## config.mk

```make
export PLATFORM = sky130hd
export DESIGN_NAME = dtmc_top
export DESIGN_NICKNAME = d
export VERILOG_FILES = /design/src/dtmc_unit.v /design/src/dtmc_top.v
export VERILOG_INCLUDE_DIRS = /design/src
export SDC_FILE = /design/constraint.sdc
export NUM_CORES = 1
export LEC_CHECK = 0
export BUFFER_PORTS_ARGS = -buffer_cell sky130_fd_sc_hd__buf_2
export CORE_AREA = 8 8 147 122
export CTS_BUF_LIST = sky130_fd_sc_hd__clkbuf_8
export DETAILED_ROUTE_END_ITERATION = 6
export DIE_AREA = 0 0 155 130
export PLACE_DENSITY_LB_ADDON = 0.2
export SLEW_MARGIN = 5
export SYNTH_ARGS = -nofsm -noshare
export SYNTH_HDL_FRONTEND = slang
export SYNTH_SLANG_ARGS = --single-unit
```

## constraint.sdc

```tcl
create_clock -name mclk -period 2.85 [get_ports mclk]
set_clock_uncertainty 0.1 [all_clocks]
set_input_delay 0.4275 -clock mclk [delete_from_list [all_inputs] [get_ports mclk]]
set_output_delay 0.4275 -clock mclk [all_outputs]
set_load 0.01 [all_outputs]
```

## src/dtmc_consts.vh

```
`ifndef DTMC_CONSTS_VH
`define DTMC_CONSTS_VH
// ==========================================================
// register map
`define DTMC_SFR_ADDR_MODE 8'h89
`define DTMC_SFR_ADDR_LOW0 8'h8a
`define DTMC_SFR_ADDR_LOW1 8'h8b
`define DTMC_SFR_ADDR_HIGH0 8'h8c
`define DTMC_SFR_ADDR_HIGH1 8'h8d
`define DTMC_MODE_RESET 8'h00
// ==========================================================
// mode register fields
`define DTMC_TMR1_GATE_BIT 7
`define DTMC_TMR1_CT_BIT 6
`define DTMC_TMR1_MODE_HI 5
`define DTMC_TMR1_MODE_LO 4
`define DTMC_TMR0_GATE_BIT 3
`define DTMC_TMR0_CT_BIT 2
`define DTMC_TMR0_MODE_HI 1
`define DTMC_TMR0_MODE_LO 0
// ==========================================================
// mode encodings
`define DTMC_MODE_13BIT 2'h0
`define DTMC_MODE_16BIT 2'h1
`define DTMC_MODE_RELOAD 2'h2
`define DTMC_MODE_SPLIT 2'h3
// ==========================================================
// timing
`define DTMC_CLKS_PER_MCYCLE 4'hc
`define DTMC_PRESCALE_MASK 8'h1f
`endif

```

## src/dtmc_unit.v

```verilog
`timescale 1ns/1ps
`include "dtmc_consts.vh"
// ==========================================================
// one timer/counter: low and high byte with the four modes
module dtmc_unit (
   // clock and reset
   input wire mclk,
   input wire rstn,
   // control
   input wire [1:0] mode,
   input wire low_inc,
   input wire high_inc_split,
   // software writes
   input wire wr_low,
   input wire wr_high,
   input wire [7:0] wr_data,
   // state
   output reg [7:0] low_byte_ff,
   output reg [7:0] high_byte_ff,
   output reg low_ovf_ff,
   output reg high_ovf_ff
);
   reg [7:0] nxt_low;
   reg [7:0] nxt_high;
   reg nxt_low_ovf;
   reg nxt_high_ovf;

   always @* begin
      nxt_low = low_byte_ff;
      nxt_high = high_byte_ff;
      nxt_low_ovf = 1'b0;
      nxt_high_ovf = 1'b0;
      case (mode)
         `DTMC_MODE_13BIT: begin
            if (low_inc) begin
               // upper three low bits are left free-running, readers ignore them
               nxt_low = low_byte_ff + 8'h01;
               if ((low_byte_ff & `DTMC_PRESCALE_MASK) == `DTMC_PRESCALE_MASK) begin
                  nxt_high = high_byte_ff + 8'h01;
                  nxt_low_ovf = (high_byte_ff == 8'hff);
               end
            end
         end
         `DTMC_MODE_16BIT: begin
            if (low_inc) begin
               nxt_low = low_byte_ff + 8'h01;
               if (low_byte_ff == 8'hff) begin
                  nxt_high = high_byte_ff + 8'h01;
                  nxt_low_ovf = (high_byte_ff == 8'hff);
               end
            end
         end
         `DTMC_MODE_RELOAD: begin
            if (low_inc) begin
               if (low_byte_ff == 8'hff) begin
                  nxt_low = high_byte_ff;
                  nxt_low_ovf = 1'b1;
               end else begin
                  nxt_low = low_byte_ff + 8'h01;
               end
            end
         end
         `DTMC_MODE_SPLIT: begin
            if (low_inc) begin
               nxt_low = low_byte_ff + 8'h01;
               nxt_low_ovf = (low_byte_ff == 8'hff);
            end
            if (high_inc_split) begin
               nxt_high = high_byte_ff + 8'h01;
               nxt_high_ovf = (high_byte_ff == 8'hff);
            end
         end
         default: begin
            nxt_low = low_byte_ff;
         end
      endcase
      // software write wins over a count in the same cycle
      if (wr_low) begin
         nxt_low = wr_data;
      end
      if (wr_high) begin
         nxt_high = wr_data;
      end
   end

   always @(posedge mclk or negedge rstn) begin
      if (!rstn) begin
         low_byte_ff <= 8'h00;
         high_byte_ff <= 8'h00;
         low_ovf_ff <= 1'b0;
         high_ovf_ff <= 1'b0;
      end else begin
         low_byte_ff <= nxt_low;
         high_byte_ff <= nxt_high;
         low_ovf_ff <= nxt_low_ovf;
         high_ovf_ff <= nxt_high_ovf;
      end
   end
endmodule // dtmc_unit

```

## src/dtmc_top.v

```verilog
// Overview of operation
// - timer 1 gate set means timer 1 counts only while its irq pin is high and run is set.
// - timer 1 source bit set counts falling edges of its count pin, else machine cycles.
// - timer 1 mode lives in bits 5:4 and timer 0 mode in bits 1:0.
// - timer 1 mode 0 is an 8-bit high byte fed by a 5-bit low prescaler.
// - timer 1 mode 1 cascades both bytes into one 16-bit counter.
// - timer 1 mode 2 counts the low byte and reloads it from the high byte on overflow.
// - timer 0 gate set means timer 0 counts only while its irq pin is high and run is set.
// - timer 0 source bit set counts falling edges of its count pin, else machine cycles.
// - timer 0 mode 0 is an 8-bit high byte fed by a 5-bit low prescaler.
// - timer 0 mode 1 cascades both bytes into one 16-bit counter.
// - timer 0 mode 2 counts the low byte and reloads it from the high byte on overflow.
// - timer 0 mode 3 makes its low byte an 8-bit counter under timer 0 controls.
// - timer 0 mode 3 makes its high byte a machine-cycle timer run by timer 1 run bit.
// - timer 1 mode 3 holds timer 1 as if its run bit were clear.
// - in 13-bit mode the count is the high byte plus low bits 4:0, upper low bits ignored.
// - timers tick every 12 clocks; pins are sampled once per machine cycle, high then low.
`timescale 1ns/1ps
`include "dtmc_consts.vh"
module dtmc_top (
   // clock and reset
   input wire mclk,
   input wire rstn,
   // special function register port
   input wire [7:0] sfr_addr,
   input wire sfr_wr,
   input wire [7:0] sfr_wdata,
   input wire sfr_rd,
   output reg [7:0] sfr_rdata_ff,
   // run bits from the control register
   input wire timer0_run_bit,
   input wire timer1_run_bit,
   // pins
   input wire ext_irq0_pin,
   input wire ext_irq1_pin,
   input wire timer0_count_pin,
   input wire timer1_count_pin,
   // overflow events to the control register
   output reg timer0_overflow_ff,
   output reg timer1_overflow_flag_ff,
   // mode register view
   output reg [7:0] timer_mode_config_ff
);
   localparam [3:0] PHASE_LAST = `DTMC_CLKS_PER_MCYCLE - 4'h1;

   reg [7:0] nxt_mode;
   reg [3:0] phase_ff;
   reg mcycle_ff;
   reg [3:0] pin_meta_ff;
   reg [3:0] pin_sync_ff;
   reg [1:0] cnt_sample_ff;
   reg [1:0] nxt_cnt_sample;
   reg [1:0] edge_ff;
   reg [7:0] nxt_rdata;

   wire tmr0_gate;
   wire tmr1_gate;
   wire tmr0_ct;
   wire tmr1_ct;
   wire [1:0] tmr0_mode;
   wire [1:0] tmr1_mode;
   wire tmr0_enable;
   wire tmr1_enable;
   wire tmr0_tick;
   wire tmr1_tick;
   wire tmr0_inc;
   wire tmr1_inc;
   wire tmr0_high_split_inc;
   wire [7:0] tmr0_low;
   wire [7:0] tmr0_high;
   wire [7:0] tmr1_low;
   wire [7:0] tmr1_high;
   wire tmr0_low_ovf;
   wire tmr0_high_ovf;
   wire tmr1_low_ovf;
   wire tmr1_high_ovf_unused;

   // ==========================================================
   // mode register
   always @* begin
      nxt_mode = timer_mode_config_ff;
      if (sfr_wr && (sfr_addr == `DTMC_SFR_ADDR_MODE)) begin
         nxt_mode = sfr_wdata;
      end
   end

   always @(posedge mclk or negedge rstn) begin
      if (!rstn) begin
         timer_mode_config_ff <= `DTMC_MODE_RESET;
      end else begin
         timer_mode_config_ff <= nxt_mode;
      end
   end

   assign tmr1_gate = timer_mode_config_ff[`DTMC_TMR1_GATE_BIT];
   assign tmr1_ct = timer_mode_config_ff[`DTMC_TMR1_CT_BIT];
   assign tmr1_mode = timer_mode_config_ff[`DTMC_TMR1_MODE_HI:`DTMC_TMR1_MODE_LO];
   assign tmr0_gate = timer_mode_config_ff[`DTMC_TMR0_GATE_BIT];
   assign tmr0_ct = timer_mode_config_ff[`DTMC_TMR0_CT_BIT];
   assign tmr0_mode = timer_mode_config_ff[`DTMC_TMR0_MODE_HI:`DTMC_TMR0_MODE_LO];

   // ==========================================================
   // machine cycle strobe
   always @(posedge mclk or negedge rstn) begin
      if (!rstn) begin
         phase_ff <= 4'h0;
         mcycle_ff <= 1'b0;
      end else begin
         phase_ff <= (phase_ff == PHASE_LAST) ? 4'h0 : phase_ff + 4'h1;
         mcycle_ff <= (phase_ff == PHASE_LAST);
      end
   end

   // ==========================================================
   // pin synchronisers: irq0, irq1, count0, count1
   always @(posedge mclk or negedge rstn) begin
      if (!rstn) begin
         pin_meta_ff <= 4'h0;
         pin_sync_ff <= 4'h0;
      end else begin
         pin_meta_ff <= {timer1_count_pin, timer0_count_pin, ext_irq1_pin, ext_irq0_pin};
         pin_sync_ff <= pin_meta_ff;
      end
   end

   // ==========================================================
   // counter input: sample once per machine cycle, count high then low
   always @* begin
      nxt_cnt_sample = cnt_sample_ff;
      if (mcycle_ff) begin
         nxt_cnt_sample = pin_sync_ff[3:2];
      end
   end

   always @(posedge mclk or negedge rstn) begin
      if (!rstn) begin
         cnt_sample_ff <= 2'h0;
         edge_ff <= 2'h0;
      end else begin
         cnt_sample_ff <= nxt_cnt_sample;
         // a low sample after a high one counts; needs each level one machine cycle
         edge_ff <= {2{mcycle_ff}} & cnt_sample_ff & ~pin_sync_ff[3:2];
      end
   end

   // ==========================================================
   // enables and ticks
   assign tmr0_enable = timer0_run_bit & (~tmr0_gate | pin_sync_ff[0]);
   assign tmr1_enable = timer1_run_bit & (~tmr1_gate | pin_sync_ff[1]) &
      (tmr1_mode != `DTMC_MODE_SPLIT);
   assign tmr0_tick = tmr0_ct ? edge_ff[0] : mcycle_ff;
   assign tmr1_tick = tmr1_ct ? edge_ff[1] : mcycle_ff;
   assign tmr0_inc = tmr0_enable & tmr0_tick;
   assign tmr1_inc = tmr1_enable & tmr1_tick;
   // split high byte is a pure machine-cycle timer on the timer 1 run bit
   assign tmr0_high_split_inc = timer1_run_bit & mcycle_ff;

   // ==========================================================
   // timer datapaths
   // handled per mode inside the unit
   dtmc_unit u_timer0 (
      .mclk(mclk),
      .rstn(rstn),
      .mode(tmr0_mode),
      .low_inc(tmr0_inc),
      .high_inc_split(tmr0_high_split_inc),
      .wr_low(sfr_wr && (sfr_addr == `DTMC_SFR_ADDR_LOW0)),
      .wr_high(sfr_wr && (sfr_addr == `DTMC_SFR_ADDR_HIGH0)),
      .wr_data(sfr_wdata),
      .low_byte_ff(tmr0_low),
      .high_byte_ff(tmr0_high),
      .low_ovf_ff(tmr0_low_ovf),
      .high_ovf_ff(tmr0_high_ovf)
   );

   dtmc_unit u_timer1 (
      .mclk(mclk),
      .rstn(rstn),
      .mode(tmr1_mode),
      .low_inc(tmr1_inc),
      .high_inc_split(1'b0),
      .wr_low(sfr_wr && (sfr_addr == `DTMC_SFR_ADDR_LOW1)),
      .wr_high(sfr_wr && (sfr_addr == `DTMC_SFR_ADDR_HIGH1)),
      .wr_data(sfr_wdata),
      .low_byte_ff(tmr1_low),
      .high_byte_ff(tmr1_high),
      .low_ovf_ff(tmr1_low_ovf),
      .high_ovf_ff(tmr1_high_ovf_unused)
   );

   // ==========================================================
   // overflow events, one cycle each
   always @(posedge mclk or negedge rstn) begin
      if (!rstn) begin
         timer0_overflow_ff <= 1'b0;
         timer1_overflow_flag_ff <= 1'b0;
      end else begin
         timer0_overflow_ff <= tmr0_low_ovf;
         // timer 1 gives up its own overflow report while timer 0 is split
         timer1_overflow_flag_ff <= (tmr0_mode == `DTMC_MODE_SPLIT) ?
            tmr0_high_ovf : tmr1_low_ovf;
      end
   end

   // ==========================================================
   // read data
   always @* begin
      nxt_rdata = sfr_rdata_ff;
      if (sfr_rd) begin
         case (sfr_addr)
            `DTMC_SFR_ADDR_MODE: nxt_rdata = timer_mode_config_ff;
            `DTMC_SFR_ADDR_LOW0: nxt_rdata = tmr0_low;
            `DTMC_SFR_ADDR_LOW1: nxt_rdata = tmr1_low;
            `DTMC_SFR_ADDR_HIGH0: nxt_rdata = tmr0_high;
            `DTMC_SFR_ADDR_HIGH1: nxt_rdata = tmr1_high;
            default: nxt_rdata = 8'h00;
         endcase
      end
   end

   always @(posedge mclk or negedge rstn) begin
      if (!rstn) begin
         sfr_rdata_ff <= 8'h00;
      end else begin
         sfr_rdata_ff <= nxt_rdata;
      end
   end
endmodule // dtmc_top

```

==> key figures <==
Run status
  • Status: completed

Yosys
  • Synth area leaders: dfrtp_1 44%, mux2_2 5.4%, nor2_1 4.7%
  • Async SR Flop Fraction: 1.00
  • Synth unique cells: 55
  • Top_reg_cell synth: dfrtp_1
  • Leading area contributor after synthesis: dfrtp_1
  • Mapped Area: slightly below 0.004 sq mm
  • Most frequent cell after synthesis: dfrtp_1
  • Post-Syn Instances: 411
  • Syn nets: approximately 440
  • List of most frequent post-synthesis cells: 70 x dfrtp_1, 49 x nor2_1, 36 x a21oi_1, 36 x nand2_1, 19 x mux2_2
  • Sequential area share after synthesis: 0.444
  • EDFF count, synth: 0
  • Syn avg cell area: around 9.6 sq um
  • Share of Yosys cell area claimed by the top area cell type: 0.444
  • Ys Warns: 0
  • Synth Register Bits: 70

Clocking
  • CTS sink cnt: 70
  • Maximum clock path buffer count: 2
  • Root Buffer: clkbuf_8
  • Worst skew pair latency: around 0.35 ns
  • Post-CTS Hold Fix Bufs: 0
  • CTS Buf Count: 9
  • Post-CTS Setup Bufs: 0
  • Post-cts resize count: 0
  • CTS tree: done
  • Htree depth: 3
  • Clk slew on worst S/H paths: 0.08 ns

Drt
  • Final WL: around 12 mm
  • DRC: 0
  • First-pass detailed-route iteration total: 4
  • Post-route ant nets: 0
  • Routed WL per cell: ~18 microns
  • Vias: 3217
  • First DRT Iteration DRCs: about 230
  • Vias per inst: 4.84

Power
  • Switching Share: 0.307
  • Net switching power figure: about 0.0007 W
  • Power Internal: 0.00155 W
  • Pleak: ~2 nW
  • Clock power share: 0.332
  • PwrDens: between 400 and 500 mW/mm^2
  • Sequential share of power: 0.528
  • Logic gate share of total power: 0.141
  • VDD IR-drop max: 0.233 mV

Die
  • I/O pins: 44
  • Total core area: between 0.015 and 0.02 sq mm
  • Row count: 41
  • Starting Density: 0.256
  • Die height: 130 microns
  • Die X: 155 microns
  • Full die area: between 0.02 and 0.025 sq mm

Placed design
  • DPL Wire Length: 8.33 mm
  • Post-Place Cells: approximately 650
  • RD Place Congestion: roughly 0.8
  • # port buffers: 43

Job
  • Max cap viols: 0

Worst setup path
  • Crit end category: register
  • Cell family with most CP delay: compound AO/OA/AOI/OAI gates
  • Crit path required time: between 2 and 3 ns
  • Crit path buf inv count: 0
  • Critical Path Fanout Max: 8
  • CP cell instances: ha_1 -> and3_2 -> ha_1 -> nand2b_1 -> a21boi_1 -> nor3_1 -> mux2i_1 -> a21oi_1
  • Max incr delay on CP: around 0.47 ns
  • R2R Path Start: u_timer1.low_byte_ff[0]$_DFFE_PN0P_
  • Critical Path Most Common Cell: ha_1
  • Critical path startpoint: u_timer1.low_byte_ff[0]$_DFFE_PN0P_
  • Crit path kind: register to register
  • Critical-path top delay cell: a21boi_1
  • Worst Path Arrival: around 2.5 ns
  • Worst setup SP type: register

Global route
  • Initial antenna violation count: 0
  • Via count of the first global-routing pass: 3230
  • Largest net degree at the start of global routing: slightly above 70
  • Remaining Overflow, GRT: 0
  • Total global-route track usage: 0.121
  • First-pass GRT wire length: between 15 and 20 mm

STA
  • Fmax: between 400 and 500 MHz
  • Minimum clock period: between 2 and 2.5 ns
  • Unrepaired setup endpoints after global routing: no
  • Setup TNS: 0 ns
  • Relative slew margins: 0.378
  • Final hold violations: 0
  • Final period util: 0.844
  • Final Slew Violations: 0
  • Setup-failing EPs final: 0
  • Worst-Margin Slew: ~0.93 ns

Layout
  • Post-route insts no fill: approximately 660
  • N_diodes: 0
  • Nets: around 480
  • Area Growth Syn to Fin: 14.0%
  • Share of layout cells above drive strength 1: 0.200
  • FILL cells: around 1.7k

Hold path
  • Hold path startpoint: timer1_count_pin
  • Hold Crit Class: input pin to register
metal layers:
layer,vias up,GRT usage,wire [microns],part of all wire
li1,1549,-,-,-
met1,1574,0.170,5840,0.50
met2,84,0.176,4990,0.42
met3,10,0.0360,825,0.070
met4,0,0.0357,139,0.012
met5,-,0,0,0
stage by stage:
step                      cell area, sq um  utilization  hold WS, ns  total power, W  setup WS (ns)
after detailed placement              4330        0.280        0.235         0.00151          0.452
after CTS                             4500        0.292       0.0601         0.00226          0.443
final                                 4500        0.292       0.0756         0.00223          0.443
after global routing                  4500        0.292       0.0499         0.00236          0.230
after floorplan                       3950            -       0.0319         0.00139          0.546
after global placement                4330        0.280        0.232         0.00151          0.451
worst paths after layout:
path	endpoint	slack (ns)	cells past startpoint
worst max-delay path	u_timer1.high_byte_ff[1]$_DFFE_PN0P_	0.44	8
worst min-delay path	pin_meta_ff[3]$_DFF_PN0_	0.08	1
worst max register to register	u_timer1.high_byte_ff[1]$_DFFE_PN0P_	0.44	8
worst min register to register	pin_sync_ff[0]$_DFF_PN0_	0.25	0
max in group asynchronous	u_timer1.low_byte_ff[2]$_DFFE_PN0P_	1.94	1
min in group asynchronous	phase_ff[2]$_DFF_PN0_	0.11	1
area by class of cell:
cell class | count | area, sq um | share of cell area
clock buffer | 10 | 138 | 0.0306
clock inverter | 6 | 37.5 | 0.00834
inverter | 4 | 15.0 | 0.00333
multi-input combinational | 313 | 2050 | 0.456
sequential | 70 | 1750 | 0.389
tap | 215 | 269 | 0.0597
timing repair buffer | 46 | 240 | 0.0533
kinds of logic (layout without fill, tap and decap cells):
logic type,after synthesis,in the layout,synth area share
XOR/XNOR,19,19,0.0421
buffers and inverters,28,66,0.0368
adder cells (fa/ha/maj),7,7,0.0222
AND/OR/NAND/NOR,156,156,0.198
AO/OA/AOI/OAI,96,96,0.161
multiplexers,35,35,0.0963
flip-flops,70,70,0.444
cell usage in the layout (no fill, tap or decap), drive strengths merged, types with 5 or more instances in the layout:
| cell | instances |
|---|---|
| o21ai | 10 |
| o211ai | 5 |
| and3 | 8 |
| nor2 | 49 |
| xnor2 | 9 |
| mux2 | 21 |
| nand2 | 36 |
| clkbuf | 10 |
| o22ai | 6 |
| a31oi | 6 |
| nor3 | 7 |
| xor2 | 10 |
| a21oi | 37 |
| ha | 7 |
| nand3 | 17 |
| inv | 6 |
| a22o | 8 |
| a22oi | 10 |
| buf | 46 |
| mux2i | 14 |
| dfrtp | 70 |
sequential cells by signal, summed over array words and instances (netlist names), 2 cells and up:
name                   cells
pin_meta_ff                4
u_timer1.low_byte_ff       8
u_timer1.high_byte_ff      8
edge_ff                    2
pin_sync_ff                4
u_timer0.high_byte_ff      8
u_timer0.low_byte_ff       8
cnt_sample_ff              2
sfr_rdata_ff               8
timer_mode_config_ff       8
phase_ff                   4
power groups by stage:
| stage | combinational [W] | sequential (W) | clock, W |
|---|---|---|---|
| floorplan | 0.000230 | 0.00116 | 0 |
| global placement | 0.000312 | 0.00120 | 0 |
| detailed placement | 0.000316 | 0.00119 | 0 |
| CTS | 0.000319 | 0.00117 | 0.000770 |
| global route | 0.000356 | 0.00119 | 0.000809 |
| finish | 0.000314 | 0.00118 | 0.000739 |
Note: power is estimated with default switching activity, not from simulation.
